`config.mk`:
```
export PLATFORM = sky130hd
export DESIGN_NAME = scd_serial_decoder
export DESIGN_NICKNAME = d
export VERILOG_FILES = /design/src/scd_pkg.sv /design/src/scd_sync.sv /design/src/scd_out_shift.sv /design/src/scd_serial_decoder.sv
export SDC_FILE = /design/constraint.sdc
export NUM_CORES = 1
export LEC_CHECK = 0
export ABC_AREA = 1
export ABC_CLOCK_PERIOD_IN_PS = 2300
export BUFFER_PORTS_ARGS = -buffer_cell sky130_fd_sc_hd__buf_4
export CORE_MARGIN = 3
export CORE_UTILIZATION = 40
export CTS_CLUSTER_DIAMETER = 200
export DETAILED_ROUTE_END_ITERATION = 10
export PLACE_DENSITY = 0.63
export SYNTH_ARGS = -nofsm -noshare
export SYNTH_HDL_FRONTEND = slang
export SYNTH_SLANG_ARGS = --single-unit
```
`constraint.sdc`:
```
create_clock -name clk -period 2.3 [get_ports clk]
set_input_delay 0.23 -clock clk [delete_from_list [all_inputs] [get_ports clk]]
set_output_delay 0.23 -clock clk [all_outputs]
set_load 0.05 [all_outputs]
```
`src/scd_pkg.sv`:
```
// constants and types shared by the serial command decoder files
// assumes a single 125 MHz clock domain; pins are synchronised before use
package scd_pkg;

  // clocking: fast system clock oversamples the serial clock
  localparam int CLK_MHZ      = 125;
  localparam int SCLK_MAX_MHZ = 25;
  localparam int SYNC_STAGES  = 2;

  // transaction lengths in serial bits
  localparam logic [4:0] LEN_8  = 5'h08;
  localparam logic [4:0] LEN_16 = 5'h10;
  localparam logic [4:0] LEN_24 = 5'h18;

  // reset and power-up values
  localparam logic [7:0]  SETUP_RST  = 8'h28;
  localparam logic [7:0]  ZERO_RST   = 8'h00;
  localparam logic [11:0] DAC_WAKE_HI = 12'hfff;
  localparam logic [11:0] DAC_WAKE_LO = 12'h000;
  localparam logic [1:0]  STRAP_LOAD = 2'h2;

  // setup register fields
  localparam int SET_CLK_HI = 5;
  localparam int SET_CLK_LO = 4;
  localparam int SET_POL_HI = 1;
  localparam int SET_POL_LO = 0;
  localparam logic [1:0] CLK_MODE_INT_CNV = 2'h0;
  localparam logic [1:0] CLK_MODE_EXT_CNV = 2'h1;
  localparam logic [1:0] CLK_MODE_EXT     = 2'h3;
  localparam logic [1:0] POL_UNIPOLAR     = 2'h2;
  localparam logic [1:0] POL_BIPOLAR      = 2'h3;

  // reset register fields
  localparam int RST_REQ_BIT = 2;

  // command codes for the low command group
  localparam logic [7:0] CMD_GPIO_CFG = 8'h03;
  localparam logic [7:0] CMD_GPIO_WR  = 8'h02;
  localparam logic [7:0] CMD_GPIO_RD  = 8'h01;

  // output word layout: leading zeros, 10-bit result, trailing sub-bits
  localparam int RES_BITS = 10;
  localparam int OUT_BITS = 16;
  localparam logic [3:0] OUT_LEAD = 4'h0;
  localparam logic [1:0] OUT_TAIL = 2'h0;

  typedef enum logic [1:0] {
    SCD_IDLE,
    SCD_RECV,
    SCD_IGNORE
  } scd_state_t;

endpackage

```
`src/scd_sync.sv`:
```
// two flip-flop synchroniser for a group of pin inputs
// assumes inputs are asynchronous to clk; RST_VAL is the idle level
`timescale 1ns/1ps
module scd_sync #(
  parameter int         W       = 1,
  parameter logic [W-1:0] RST_VAL = '0
) (
  input  wire logic         clk,
  input  wire logic         rst_n,
  input  wire logic [W-1:0] d,
  output logic      [W-1:0] q
);

  logic [W-1:0] meta_reg;
  logic [W-1:0] meta_next;
  logic [W-1:0] q_next;

  // first stage feeds only the second
  always_comb begin
    meta_next = d;
    q_next    = meta_reg;
  end

  always_ff @(posedge clk or negedge rst_n) begin
    if (!rst_n) begin
      meta_reg <= RST_VAL;
      q        <= RST_VAL;
    end else begin
      meta_reg <= meta_next;
      q        <= q_next;
    end
  end

endmodule

```
`src/scd_out_shift.sv`:
```
// serial output shifter: parallel load, msb first shift
// assumes load and shift are single-cycle enables from the same clock
`timescale 1ns/1ps
module scd_out_shift #(
  parameter int W = 16
) (
  input  wire logic         clk,
  input  wire logic         rst_n,
  input  wire logic         load,
  input  wire logic [W-1:0] load_word,
  input  wire logic         shift,
  output logic              msb
);

  logic [W-1:0] word_reg;
  logic [W-1:0] word_next;

  // load wins over shift, zeros fill behind
  always_comb begin
    word_next = word_reg;
    if (load) begin
      word_next = load_word;
    end else if (shift) begin
      word_next = {word_reg[W-2:0], 1'b0};
    end
  end

  always_ff @(posedge clk or negedge rst_n) begin
    if (!rst_n) begin
      word_reg <= '0;
    end else begin
      word_reg <= word_next;
    end
  end

  assign msb = word_reg[W-1];

endmodule

```
`src/scd_serial_decoder.sv`:
```
// serial slave port and command byte decoder for an adc/dac/gpio converter
// assumes serial pins come from an external master; op_done and result
// inputs come from converter logic on clk
`timescale 1ns/1ps
module scd_serial_decoder #(
  parameter bit HAS_GPIO = 1'b1
) (
  input  wire logic        clk,
  input  wire logic        rst_n,
  input  wire logic        sclk,
  input  wire logic        cs_n,
  input  wire logic        din,
  input  wire logic        convert_start_n,
  input  wire logic        dac_wake_select,
  input  wire logic        op_done,
  input  wire logic        result_signed,
  input  wire logic [9:0]  result_code,
  output logic             dout_reg,
  output logic             dout_oe_reg,
  output logic             eoc_n_reg,
  output logic             conv_start_reg,
  output logic             convert_start_n_is_start_reg,
  output logic [7:0]       conversion_request_reg,
  output logic             conv_strobe_reg,
  output logic [7:0]       converter_setup_reg,
  output logic [7:0]       unipolar_reg,
  output logic [7:0]       bipolar_reg,
  output logic [7:0]       averaging_control_reg,
  output logic [7:0]       reset_control_reg,
  output logic             reset_strobe_reg,
  output logic [7:0]       dac_select_reg,
  output logic [11:0]      dac_input_reg,
  output logic             dac_strobe_reg,
  output logic [7:0]       gpio_out_reg,
  output logic             gpio_cfg_strobe_reg,
  output logic             gpio_read_strobe_reg
);

  logic [4:0]              pins_s;
  logic                    sclk_s;
  logic                    cs_s;
  logic                    din_s;
  logic                    cnv_s;
  logic                    wake_s;
  logic                    sclk_d_reg;
  logic                    cs_d_reg;
  logic                    cnv_d_reg;
  logic                    sclk_fall;
  logic                    sclk_rise;
  logic                    cs_fall;
  logic                    cnv_fall;
  logic                    accept;
  logic                    cmd_done;
  logic [7:0]              cmd_byte;
  logic [4:0]              cnt_inc;
  logic [1:0]              clk_mode;
  logic                    out_msb;
  logic                    out_shift;
  logic [scd_pkg::RES_BITS-1:0] res_fmt;
  scd_pkg::scd_state_t     state_reg;
  scd_pkg::scd_state_t     state_next;
  logic [4:0]              bit_cnt_reg;
  logic [4:0]              bit_cnt_next;
  logic [4:0]              len_reg;
  logic [4:0]              len_next;
  logic [23:0]             shift_reg;
  logic [23:0]             shift_next;
  logic [7:0]              cmd_reg;
  logic [7:0]              cmd_next;
  logic [1:0]              init_cnt_reg;
  logic [1:0]              init_cnt_next;
  logic [7:0]              conv_next;
  logic                    conv_strobe_next;
  logic [7:0]              setup_next;
  logic [7:0]              unipolar_next;
  logic [7:0]              bipolar_next;
  logic [7:0]              avg_next;
  logic [7:0]              rstc_next;
  logic                    reset_strobe_next;
  logic [7:0]              dac_sel_next;
  logic [11:0]             dac_in_next;
  logic                    dac_strobe_next;
  logic [7:0]              gpio_out_next;
  logic                    gpio_cfg_next;
  logic                    gpio_rd_next;
  logic                    eoc_n_next;

  // pins pass two flops before any use
  scd_sync #(
    .W       (5),
    .RST_VAL (5'h1f)
  ) u_sync (
    .clk   (clk),
    .rst_n (rst_n),
    .d     ({sclk, cs_n, din, convert_start_n, dac_wake_select}),
    .q     (pins_s)
  );

  assign {sclk_s, cs_s, din_s, cnv_s, wake_s} = pins_s;

  // edge detection on synchronised levels, either idle level works
  always_ff @(posedge clk or negedge rst_n) begin
    if (!rst_n) begin
      sclk_d_reg <= 1'b1;
      cs_d_reg   <= 1'b1;
      cnv_d_reg  <= 1'b1;
    end else begin
      sclk_d_reg <= sclk_s;
      cs_d_reg   <= cs_s;
      cnv_d_reg  <= cnv_s;
    end
  end

  assign sclk_fall = sclk_d_reg & ~sclk_s;
  assign sclk_rise = ~sclk_d_reg & sclk_s;
  assign cs_fall   = cs_d_reg & ~cs_s;
  assign cnv_fall  = cnv_d_reg & ~cnv_s;
  assign accept    = ~cs_s & sclk_fall & (state_reg != scd_pkg::SCD_IGNORE);
  assign cnt_inc   = bit_cnt_reg + 5'h01;
  assign cmd_byte  = {shift_reg[6:0], din_s};
  assign cmd_done  = accept & (cnt_inc == scd_pkg::LEN_8);
  assign clk_mode  = converter_setup_reg[scd_pkg::SET_CLK_HI:scd_pkg::SET_CLK_LO];

  // receive state, command decode and register updates
  always_comb begin
    state_next        = state_reg;
    bit_cnt_next      = bit_cnt_reg;
    len_next          = len_reg;
    shift_next        = shift_reg;
    cmd_next          = cmd_reg;
    init_cnt_next     = init_cnt_reg;
    conv_next         = conversion_request_reg;
    conv_strobe_next  = 1'b0;
    setup_next        = converter_setup_reg;
    unipolar_next     = unipolar_reg;
    bipolar_next      = bipolar_reg;
    avg_next          = averaging_control_reg;
    rstc_next         = reset_control_reg;
    reset_strobe_next = 1'b0;
    dac_sel_next      = dac_select_reg;
    dac_in_next       = dac_input_reg;
    dac_strobe_next   = 1'b0;
    gpio_out_next     = gpio_out_reg;
    gpio_cfg_next     = 1'b0;
    gpio_rd_next      = 1'b0;
    // strap caught once, after the synchroniser has filled
    if (init_cnt_reg != 2'h3) begin
      init_cnt_next = init_cnt_reg + 2'h1;
    end
    if (init_cnt_reg == scd_pkg::STRAP_LOAD) begin
      dac_in_next = wake_s ? scd_pkg::DAC_WAKE_HI : scd_pkg::DAC_WAKE_LO;
    end
    if (cs_s) begin
      state_next   = scd_pkg::SCD_IDLE;
      bit_cnt_next = 5'h00;
      len_next     = scd_pkg::LEN_8;
    end else if (accept) begin
      state_next   = scd_pkg::SCD_RECV;
      shift_next   = {shift_reg[22:0], din_s};
      bit_cnt_next = cnt_inc;
      if (cmd_done) begin
        cmd_next = cmd_byte;
        len_next = scd_pkg::LEN_8;
        if (cmd_byte[7]) begin
          conv_next        = cmd_byte;
          conv_strobe_next = 1'b1;
        end else if (cmd_byte[6]) begin
          setup_next = cmd_byte;
          if (cmd_byte[scd_pkg::SET_POL_HI]) begin
            len_next = scd_pkg::LEN_16;
          end
        end else if (cmd_byte[5]) begin
          avg_next = cmd_byte;
        end else if (cmd_byte[4]) begin
          len_next = scd_pkg::LEN_24;
        end else if (cmd_byte[3]) begin
          rstc_next         = cmd_byte;
          reset_strobe_next = cmd_byte[scd_pkg::RST_REQ_BIT];
        end else if (HAS_GPIO) begin
          // without gpio these codes fall through untouched
          case (cmd_byte)
            scd_pkg::CMD_GPIO_CFG: gpio_cfg_next = 1'b1;
            scd_pkg::CMD_GPIO_WR:  len_next = scd_pkg::LEN_16;
            scd_pkg::CMD_GPIO_RD:  gpio_rd_next = 1'b1;
            default:               gpio_cfg_next = 1'b0;
          endcase
        end
        if (len_next == scd_pkg::LEN_8) begin
          state_next = scd_pkg::SCD_IGNORE;
        end
      end else if (cnt_inc == len_reg) begin
        state_next = scd_pkg::SCD_IGNORE;
        if (cmd_reg[7:4] == 4'h1) begin
          dac_sel_next    = shift_reg[14:7];
          dac_in_next     = shift_next[11:0];  // low nibble of byte1, then byte2
          dac_strobe_next = 1'b1;
        end else if (cmd_reg[7:6] == 2'h1) begin
          if (cmd_reg[scd_pkg::SET_POL_HI:scd_pkg::SET_POL_LO] == scd_pkg::POL_BIPOLAR) begin
            bipolar_next = shift_next[7:0];
          end else begin
            unipolar_next = shift_next[7:0];
          end
        end else begin
          gpio_out_next = shift_next[7:0];
        end
      end
    end
  end

  always_ff @(posedge clk or negedge rst_n) begin
    if (!rst_n) begin
      state_reg              <= scd_pkg::SCD_IDLE;
      bit_cnt_reg            <= 5'h00;
      len_reg                <= scd_pkg::LEN_8;
      shift_reg              <= 24'h000000;
      cmd_reg                <= scd_pkg::ZERO_RST;
      init_cnt_reg           <= 2'h0;
      conversion_request_reg <= scd_pkg::ZERO_RST;
      conv_strobe_reg        <= 1'b0;
      converter_setup_reg    <= scd_pkg::SETUP_RST;
      unipolar_reg           <= scd_pkg::ZERO_RST;
      bipolar_reg            <= scd_pkg::ZERO_RST;
      averaging_control_reg  <= scd_pkg::ZERO_RST;
      reset_control_reg      <= scd_pkg::ZERO_RST;
      reset_strobe_reg       <= 1'b0;
      dac_select_reg         <= scd_pkg::ZERO_RST;
      dac_input_reg          <= scd_pkg::DAC_WAKE_LO;
      dac_strobe_reg         <= 1'b0;
      gpio_out_reg           <= scd_pkg::ZERO_RST;
      gpio_cfg_strobe_reg    <= 1'b0;
      gpio_read_strobe_reg   <= 1'b0;
    end else begin
      state_reg              <= state_next;
      bit_cnt_reg            <= bit_cnt_next;
      len_reg                <= len_next;
      shift_reg              <= shift_next;
      cmd_reg                <= cmd_next;
      init_cnt_reg           <= init_cnt_next;
      conversion_request_reg <= conv_next;
      conv_strobe_reg        <= conv_strobe_next;
      converter_setup_reg    <= setup_next;
      unipolar_reg           <= unipolar_next;
      bipolar_reg            <= bipolar_next;
      averaging_control_reg  <= avg_next;
      reset_control_reg      <= rstc_next;
      reset_strobe_reg       <= reset_strobe_next;
      dac_select_reg         <= dac_sel_next;
      dac_input_reg          <= dac_in_next;
      dac_strobe_reg         <= dac_strobe_next;
      gpio_out_reg           <= gpio_out_next;
      gpio_cfg_strobe_reg    <= gpio_cfg_next;
      gpio_read_strobe_reg   <= gpio_rd_next;
    end
  end

  // result formatting: offset code flipped to two's complement when signed
  assign res_fmt   = result_signed ? {~result_code[9], result_code[8:0]} : result_code;
  assign out_shift = ~cs_s & ((clk_mode == scd_pkg::CLK_MODE_EXT) ? sclk_rise
                                                                   : sclk_fall);

  scd_out_shift #(
    .W (scd_pkg::OUT_BITS)
  ) u_out (
    .clk       (clk),
    .rst_n     (rst_n),
    .load      (cs_fall),
    .load_word ({scd_pkg::OUT_LEAD, res_fmt, scd_pkg::OUT_TAIL}),
    .shift     (out_shift),
    .msb       (out_msb)
  );

  // pin-facing outputs, end of conversion and convert start role
  always_comb begin
    eoc_n_next = eoc_n_reg;
    if (clk_mode == scd_pkg::CLK_MODE_EXT) begin
      eoc_n_next = 1'b1;
    end else if (cs_fall | cnv_fall) begin
      eoc_n_next = 1'b1;
    end else if (op_done) begin
      eoc_n_next = 1'b0;
    end
  end

  always_ff @(posedge clk or negedge rst_n) begin
    if (!rst_n) begin
      dout_reg           <= 1'b0;
      dout_oe_reg        <= 1'b0;
      eoc_n_reg          <= 1'b1;
      conv_start_reg     <= 1'b0;
      convert_start_n_is_start_reg <= 1'b0;
    end else begin
      dout_reg           <= out_msb;
      dout_oe_reg        <= ~cs_s;
      eoc_n_reg          <= eoc_n_next;
      conv_start_reg     <= cnv_fall & convert_start_n_is_start_reg;
      convert_start_n_is_start_reg <= (clk_mode == scd_pkg::CLK_MODE_INT_CNV)
                          | (clk_mode == scd_pkg::CLK_MODE_EXT_CNV);
    end
  end
endmodule

```
==> run_results.csv, run 1 <==
group,metric,value,unit
clocking,clock_sinks,138,
power_and_ir_drop,leakagePower,3.80,nW
grt,globalRouteOverflowTotal,0,
placement,numPortBuffers,97,
finish,final_cell_mix,"nand2_1, dfrtp_1, buf_4",
setup_path,r2r_slack,300,ps
yosys,ys_seq_elements,138,
sta,rsz0062_at_grt,"no",
setup_path,cp_top_family,"simple AND/OR/NAND/NOR gates",
grt,track_usage,18.1,%
yosys,ys_warn_count,0,
clocking,cts-root-buf,"clkbuf_16",
route,wl,13.4,mm
floorplan,fp.dieArea,0.0156,mm^2
route,routed_via_density,4.78,
placement,hpwl,9.44,mm
setup_path,cp.required,2590,ps
grt,antenna_found_initial,0,
sta,setup_tns,0,ps
yosys,synth-seq-area-share,61.4,%
yosys,avgSynthCellArea,9.33,um^2
sta,hold_violations,0,
finish,antenna_cells,0,
floorplan,num_io_pins,105,
yosys,ys_types,36,
clocking,cts_buffers,17,
finish,area_growth,29.0,%
yosys,syn_area,0.00566,mm^2
floorplan,initial_core_util,41.7,%
finish,layout-drive-gt1-share,24.2,%
clocking,cts_setup_buffers,0,
placement,place_ws,209,ps
setup_path,critPathBufInv,1,
setup_path,crit_path_start_kind,"flip-flop",
route,antenna_left,0,
sta,holdWs,38.2,ps
sta,worstMarginPinSlew,559,ps
setup_path,slowest_delay,450,ps
floorplan,core_area,0.0136,mm^2
sta,layout_min_cycle_time,2000,ps
placement,place_congestion,0.859,
setup_path,crit_path_frequent_cell,"nand2_1",
finish,stdcell_area,0.00730,mm^2
clocking,clock_latency,420,ps
setup_path,worst-path-max-fanout,13,
finish,layout_commonest_cell,"nand2_1",
grt,grt_start_max_net_pins,63,
clocking,cts.clk_slew.worst_paths,50,ps
power_and_ir_drop,peakVddDrop,523,uV
sta,timing.final.crit_share,86.9,%
route,vias,4383,
finish,final_nets,750,
clocking,clk_path_buf_depth,2,
placement,dpl_cell_area,0.00658,mm^2
sta,clock.fmax,500,MHz
sta,setup_violations,0,
floorplan,die_h,125,um
grt,grt_pass1_vias,4411,
sta,slew_headroom,62.7,%
route,dr.pass1.iters,5,
floorplan,rows,42,
sta,slew_viol_final,0,
finish,largest_reg_flops,15,
power_and_ir_drop,power,5.95,mW
run_status,run_status,"finished, final reports clean",
clocking,tritoncts,"built",
clocking,h-tree-depth,4,
setup_path,endpoint_kind,"flip-flop",
power_and_ir_drop,power_density,815,mW/mm^2
sta,fin_skew,6.53,ps
setup_path,arrival,2290,ps
grt,grt_pass1_wl,22.4,mm
route,avgRoutedWirePerCell,14.7,um
min_path,hold_class,"input port to flip-flop",
yosys,synthCells,606,
floorplan,die_w,125,um
setup_path,worstSetupPathType,"flip-flop to flip-flop",
route,drc,0,
route,drtIter0Drc,300,
setup_path,slowest_stage,"dfrtp_1",
setup_path,cp_cell_sequence,"ha_1, inv_1, nand2_1, nand2_1, nor2_4, nand3_4, nor2_1, nand2_1, nand2_1, o21ai_0",
job,maxCapViolCount,0,
sta,fin_ws,300,ps
## logic make-up (layout without fill, tap and decap cells)
logic type	after synthesis	after routing	share of synthesized area, %
simple gates	278	278	21.2
flops	138	138	61.4
buf+inv	93	221	7.52
compound gates	91	91	8.69
fa+ha+maj	4	4	0.885
other cells	1	7	0.0663
xor+xnor	1	1	0.155
## layout make-up
cell class	instances	area, um^2
timing repair buffer	119	915
fill	1222	6260
sequential	138	3470
clock buffer	25	515
tap	176	220
multi-input combinational	381	1800
clock inverter	7	110
inverter	70	263
## per-layer routing
layer	vias to the layer above	part of all wire [%]	track usage, %
met2	123	45	27.4
li1	2170	-	-
met5	-	0	0
met4	0	1.5	6.76
met1	2071	46	24.1
met3	19	7.0	6.30
## cells in the mapped netlist
| cell type | number | share of area (%) |
|---|---|---|
| conb_1 | 1 | 0.066 |
| or2_2 | 1 | 0.11 |
| nor3_1 | 1 | 0.088 |
| o31ai_1 | 1 | 0.13 |
| buf_6 | 5 | 1.0 |
| nand2_4 | 1 | 0.20 |
| o22ai_1 | 5 | 0.55 |
| o21ai_2 | 1 | 0.15 |
| a22oi_1 | 2 | 0.27 |
| nand2_1 | 182 | 12 |
| o21ai_0 | 50 | 4.4 |
| o211ai_1 | 2 | 0.27 |
| dfstp_2 | 17 | 7.9 |
| o21ai_1 | 15 | 1.3 |
| inv_1 | 66 | 4.4 |
| dfrtp_1 | 121 | 54 |
| nor2_2 | 1 | 0.11 |
| buf_2 | 6 | 0.53 |
| o21bai_1 | 1 | 0.13 |
| buf_4 | 8 | 1.1 |
| nor2_4 | 4 | 0.80 |
| nand2_2 | 4 | 0.44 |
| a21oi_1 | 11 | 0.97 |
| a22o_1 | 2 | 0.31 |
| nand3_1 | 53 | 4.7 |
| nand3_4 | 1 | 0.31 |
| clkbuf_2 | 1 | 0.088 |
| nand3_2 | 1 | 0.18 |
| clkinv_1 | 1 | 0.066 |
| xnor2_1 | 1 | 0.15 |
| clkbuf_1 | 3 | 0.20 |
| o2111ai_1 | 1 | 0.15 |
| nor2_1 | 22 | 1.5 |
| ha_1 | 4 | 0.88 |
| inv_2 | 3 | 0.20 |
| nand4_1 | 7 | 0.77 |
## metrics by stage
step / util [%] / std cells
floorplan: - / 612
global placement: 48.5 / 877
detailed placement: 48.5 / 877
CTS: 53.7 / 916
global route: 53.8 / 916
finish: 53.8 / 916
## power by group
part | internal (mW) | switching [mW] | total, mW
combinational | 0.139 | 0.355 | 0.494
sequential | 2.53 | 0.0811 | 2.61
clock | 1.87 | 0.969 | 2.84
## repair_timing
item | in CTS | in global routing
hold buffers | 7 | 0
resized for setup | 0 | 4
endpoints found under the setup margin | 0 | 20
hold endpoints to repair | 54 | 0
## worst paths after layout
path	from	to	depth (start not counted)
min in group asynchronous	rst_n	dac_input_reg[4]	2
max reg2reg	bit_cnt_reg[0]	converter_setup_reg[2]	10
min reg2reg	u_sync.meta_reg[1]	u_sync.q[1]	0
min	result_code[0]	u_out.word_reg[2]	2
max in group asynchronous	rst_n	u_sync.meta_reg[4]	3
max	bit_cnt_reg[0]	converter_setup_reg[2]	10
Power figures use the tool's default switching activity.
==> run 2: changes to the inputs <==
Settings changed: BUFFER_PORTS_ARGS -buffer_cell sky130_fd_sc_hd__buf_4 to not set, DONT_BUFFER_PORTS set to 1, GPL_TIMING_DRIVEN set to 0, PLACE_DENSITY 0.63 to 0.56.
==> run 2 against run 1 <==
The run now ends with hold timing left. Sequential power up 2%. Final area fell by 7.5%. Hold slack got worse by 530 ps. Total power is 0.79% higher. Non-clock buffer count shrank 79. Clock skew increased by 3.1 ps. Critical path depth up 2. Combinational power shrank 28%. Global-route usage shrank 0.29 points.
==> run_results.csv, run 2 (same netlist as run 1, synthesis figures left out) <==
group,metric,value,unit
run_status,run_status,"finished with violations",
run_status,failed_checks,"hold timing",
floorplan,rows,42,
setup_path,cp_top_family,"simple AND/OR/NAND/NOR gates",
setup_path,slowest_stage,"dfrtp_1",
floorplan,initial_core_util,41.7,%
finish,layout-drive-gt1-share,13.9,%
sta,worstMarginPinSlew,955,ps
sta,fin_skew,9.67,ps
setup_path,worst-path-max-fanout,10,
route,routed_via_density,4.94,
floorplan,num_io_pins,105,
setup_path,endpoint_kind,"flip-flop",
finish,final_cell_mix,"nand2_1, dfrtp_1, inv_1",
floorplan,fp.dieArea,0.0156,mm^2
placement,hpwl,9.04,mm
clocking,clk_path_buf_depth,2,
sta,slew_viol_final,0,
clocking,clock_sinks,138,
route,wl_met3,1.11,mm
clocking,cts_hold_buf,17,
floorplan,core_area,0.0136,mm^2
finish,largest_reg_flops,15,
power_and_ir_drop,peakVddDrop,536,uV
finish,final_nets,671,
sta,rsz0062_at_grt,"no",
sta,setup_tns,0,ps
finish,antenna_cells,0,
grt,antenna_found_initial,0,
clocking,cts.clk_slew.worst_paths,60,ps
power_and_ir_drop,leakagePower,3.34,nW
clocking,cts_buffers,17,
clocking,tritoncts,"built",
sta,clock.fmax,473,MHz
sta,setup_violations,0,
route,wl,13.6,mm
route,vias,4137,
setup_path,crit_path_start_kind,"flip-flop",
route,drc,0,
grt,grt_pass1_vias,4117,
grt,grt_pass1_wl,21.9,mm
setup_path,critPathBufInv,3,
route,wl_met2,6.45,mm
min_path,hold_class,"input port to asynchronous set/reset pin",
route,antenna_left,0,
sta,timing.final.crit_share,92.0,%
sta,holdWs,-489,ps
clocking,h-tree-depth,4,
setup_path,worstSetupPathType,"flip-flop to flip-flop",
finish,layout_commonest_cell,"nand2_1",
finish,area_growth,19.3,%
grt,globalRouteOverflowTotal,0,
sta,slew_headroom,35.9,%
grt,grt_start_max_net_pins,139,
route,avgRoutedWirePerCell,16.2,um
power_and_ir_drop,power_density,888,mW/mm^2
grt,track_usage,17.8,%
clocking,cts-root-buf,"clkbuf_16",
placement,place_congestion,0.788,
placement,numPortBuffers,0,
route,wl_met1,5.85,mm
setup_path,slowest_delay,430,ps
finish,nFillCells,1273,
floorplan,die_h,125,um
finish,regArea,0.00348,mm^2
route,top_layer,"met4",
floorplan,die_w,125,um
sta,layout_min_cycle_time,2120,ps
setup_path,cp_cell_sequence,"ha_2, inv_1, nand2_1, nand2_1, nor2_4, nand3_1, nor2_4, nand2_2, buf_6, buf_6, nand2_1, o21ai_1",
setup_path,arrival,2400,ps
finish,multi_input_area,0.00180,mm^2
setup_path,cp.required,2590,ps
sta,hold_violations,138,
clocking,cts_setup_buffers,0,
route,drtIter0Drc,265,
job,maxCapViolCount,0,
clocking,clock_latency,420,ps
setup_path,crit_path_frequent_cell,"nand2_1",
route,dr.pass1.iters,4,
run 2: changes by cell type in the layout (fill, tap and decap cells not counted), moves of 2 or more:
cell	delta
buf_4	-103
dlygate4sd3_1	+10
buf_2	+6
buf_6	+4
clkinvlp_4	+3
clkinv_2	-2
clkinv_4	+2
run 2: metal layers:
metal | up-vias | global-route usage, %
met5 | - | 0
met4 | 0 | 6.25
met3 | 8 | 8.15
met2 | 113 | 27.4
met1 | 2001 | 22.2
li1 | 2015 | -
run 2: path summary, 6_finish.rpt:
kind | from | end | slack (ps) | depth (start not counted)
min in group clk | u_sync.meta_reg[4] | u_sync.q[4] | 350 | 0
setup / recovery | bit_cnt_reg[1] | dac_input_reg[3] | 180 | 12
max in group asynchronous | rst_n | len_reg[3] | 2510 | 0
setup reg to reg | bit_cnt_reg[1] | dac_input_reg[3] | 180 | 12
hold / removal | rst_n | init_cnt_reg[0] | -490 | 0
hold reg to reg | u_sync.meta_reg[4] | u_sync.q[4] | 350 | 0
run 2: area by class of cell:
class                      count  share of cell area, %
multi-input combinational    381                   26.6
inverter                      70                   3.95
sequential                   138                   51.5
buffer                        23                   2.41
timing repair buffer          17                   2.52
clock buffer                  22                   7.32
tap                          176                   3.26
clock inverter                10                   2.41
run 2: repair_timing:
action	4_1_cts	5_1_grt
hold endpoints to repair	154	138
gates resized for setup	0	7
setup endpoints to repair	0	10
run 2: where the power goes:
part	leakage, nW	internal (mW)	switching (mW)
combinational	1.23	0.104	0.250
sequential	1.79	2.53	0.135
clock	0.318	1.96	1.01
total	3.34	4.59	1.40
run 2: through the flow:
step                power [mW]  worst slack (ps)  instances  utilization [%]  area [um^2]
floorplan                 2.91               499        612                -         5680
global placement          3.03               250        788             43.5         5900
detailed placement        3.04               180        788             43.5         5900
CTS                       6.07              71.3        837             49.6         6730
global route              6.22              28.0        837             49.8         6750
finish                    5.99               184        837             49.8         6750
==> run 3: changes to the inputs <==
Settings changed: PLACE_DENSITY 0.56 to 0.54, SETUP_SLACK_MARGIN set to 0.05.
==> run 3 against run 2 <==
The run still ends with hold timing left. Maximum frequency up 3.8%. Flip-flop and latch count unchanged. Core utilization shrank 0.40 points. Register-to-register slack improved by 80 ps. Non-clock buffer count rose by 2. Critical path type unchanged. Largest power group unchanged. Highest routed layer unchanged.
==> run_results.csv, run 3 (same netlist as run 1, synthesis figures left out) <==
group,metric,value,unit
floorplan,num_io_pins,105,
grt,track_usage,17.8,%
run_status,failed_checks,"hold timing",
finish,antenna_cells,0,
floorplan,fp.dieArea,0.0156,mm^2
finish,final_cell_mix,"nand2_1, dfrtp_1, inv_1",
setup_path,r2r_slack,260,ps
finish,largest_reg_flops,15,
sta,holdWs,-493,ps
sta,setup_violations,0,
clocking,tritoncts,"built",
sta,slew_headroom,33.8,%
placement,dpl_cell_area,0.00590,mm^2
finish,layout_commonest_cell,"nand2_1",
sta,layout_min_cycle_time,2040,ps
power_and_ir_drop,peakVddDrop,524,uV
sta,slew_viol_final,0,
grt,grt_pass1_wl,22.0,mm
setup_path,crit_path_start_kind,"flip-flop",
grt,globalRouteOverflowTotal,0,
min_path,hold_class,"input port to asynchronous set/reset pin",
setup_path,endpoint_kind,"flip-flop",
grt,grt_start_max_net_pins,139,
finish,instances_no_fill,839,
route,drc,0,
clocking,cts-root-buf,"clkbuf_16",
grt,antenna_found_initial,0,
finish,layout-drive-gt1-share,14.3,%
floorplan,initial_core_util,41.7,%
placement,dp_cells,788,
setup_path,cp.required,2590,ps
route,avgRoutedWirePerCell,15.8,um
clocking,cts_buffers,17,
setup_path,worstSetupPathType,"flip-flop to flip-flop",
grt,grt_pass1_vias,4276,
sta,clock.fmax,490,MHz
route,wl,13.2,mm
finish,area_growth,18.4,%
floorplan,core_area,0.0136,mm^2
floorplan,die_h,125,um
sta,fin_skew,13.5,ps
finish,nFillCells,1305,
clocking,clk_path_buf_depth,2,
placement,numPortBuffers,0,
route,routed_via_density,4.89,
floorplan,rows,42,
power_and_ir_drop,leakagePower,3.32,nW
setup_path,arrival,2330,ps
setup_path,rr_worst_depth,12,
floorplan,die_w,125,um
clocking,h-tree-depth,4,
sta,hold_violations,138,
clocking,clock_latency,420,ps
setup_path,worst-path-max-fanout,10,
run_status,run_status,"finished with violations",
placement,hpwl,9.09,mm
sta,timing.final.crit_share,88.7,%
route,antenna_left,0,
route,vias,4106,
finish,stdcell_area,0.00669,mm^2
sta,setup_tns,0,ps
clocking,cts.clk_slew.worst_paths,60,ps
job,maxCapViolCount,0,
clocking,clock_sinks,138,
sta,worstMarginPinSlew,986,ps
power_and_ir_drop,power_density,860,mW/mm^2
route,drtIter0Drc,281,
route,dr.pass1.iters,4,
placement,place_congestion,0.802,
finish,final_nets,673,
clocking,cts_hold_buf,15,
sta,rsz0062_at_grt,"no",
==> run 3: changes by cell type in the layout (fill, tap and decap cells not counted), sizes merged <==
| cell | change |
|---|---|
| bufinv | -1 |
| clkinv | +2 |
| dlygate4sd3 | -2 |
| buf | +3 |
| clkbuf | -1 |
| inv | +1 |
==> run 3: area by class of cell <==
cell class / instances / area, um^2 / share of cell area (%)
repair buffers: 19 / 180 / 2.69
clock buffers: 20 / 447 / 6.67
flip-flops and latches: 138 / 3480 / 51.9
inverters: 70 / 267 / 3.98
plain buffers: 23 / 165 / 2.47
well taps: 176 / 220 / 3.29
multi-input cells: 381 / 1790 / 26.7
clock inverters: 12 / 148 / 2.21
==> run 3: per-stage QoR <==
step	setup WS (ps)	total power, mW	util (%)	hold slack [ps]
3_3_place_gp	245	3.03	43.5	-61.6
4_1_cts	90.9	5.82	49.0	-518
2_1_floorplan	499	2.91	-	-65.6
3_5_place_dp	183	3.04	43.5	-61.2
6_report	261	5.76	49.4	-493
5_1_grt	49.9	6.01	49.4	-524
==> run 3: critical path, stage by stage (launching register included) <==
cell and delay [ps]:
dfrtp_2 420, ha_2 240, inv_1 50, nand2_1 50, nand2_1 90, nor2_4 150, nand3_1 140, nor2_4 270
nand2_2 100, buf_6 150, buf_6 140, nand2_1 50, o21ai_1 60
==> run 3: repair_timing <==
action                                 in CTS  in global routing
setup buffers                               0                  4
setup endpoints to repair                   0                 52
gates resized for setup                     0                  8
endpoints found under the hold margin     152                138
==> run 3: power breakdown <==
group | switching [mW] | leakage, nW | internal [mW]
registers | 0.136 | 1.79 | 2.53
logic | 0.247 | 1.24 | 0.105
clock network | 1.01 | 0.290 | 1.73
==> run 3: per-layer routing <==
| layer | routed length (um) | track usage, % |
|---|---|---|
| met5 | 0 | 0 |
| met4 | 257 | 7.78 |
| met3 | 980 | 6.82 |
| met2 | 6100 | 27.2 |
| met1 | 5910 | 22.8 |
==> run 3: path summary, 6_finish.rpt <==
kind | from | end
min in group clk | result_code[1] | u_out.word_reg[3]
setup reg to reg | bit_cnt_reg[0] | dac_input_reg[5]
setup / recovery | bit_cnt_reg[0] | dac_input_reg[5]
max in group asynchronous | rst_n | len_reg[3]
hold reg to reg | u_sync.meta_reg[2] | u_sync.q[2]
hold / removal | rst_n | dac_select_reg[0]
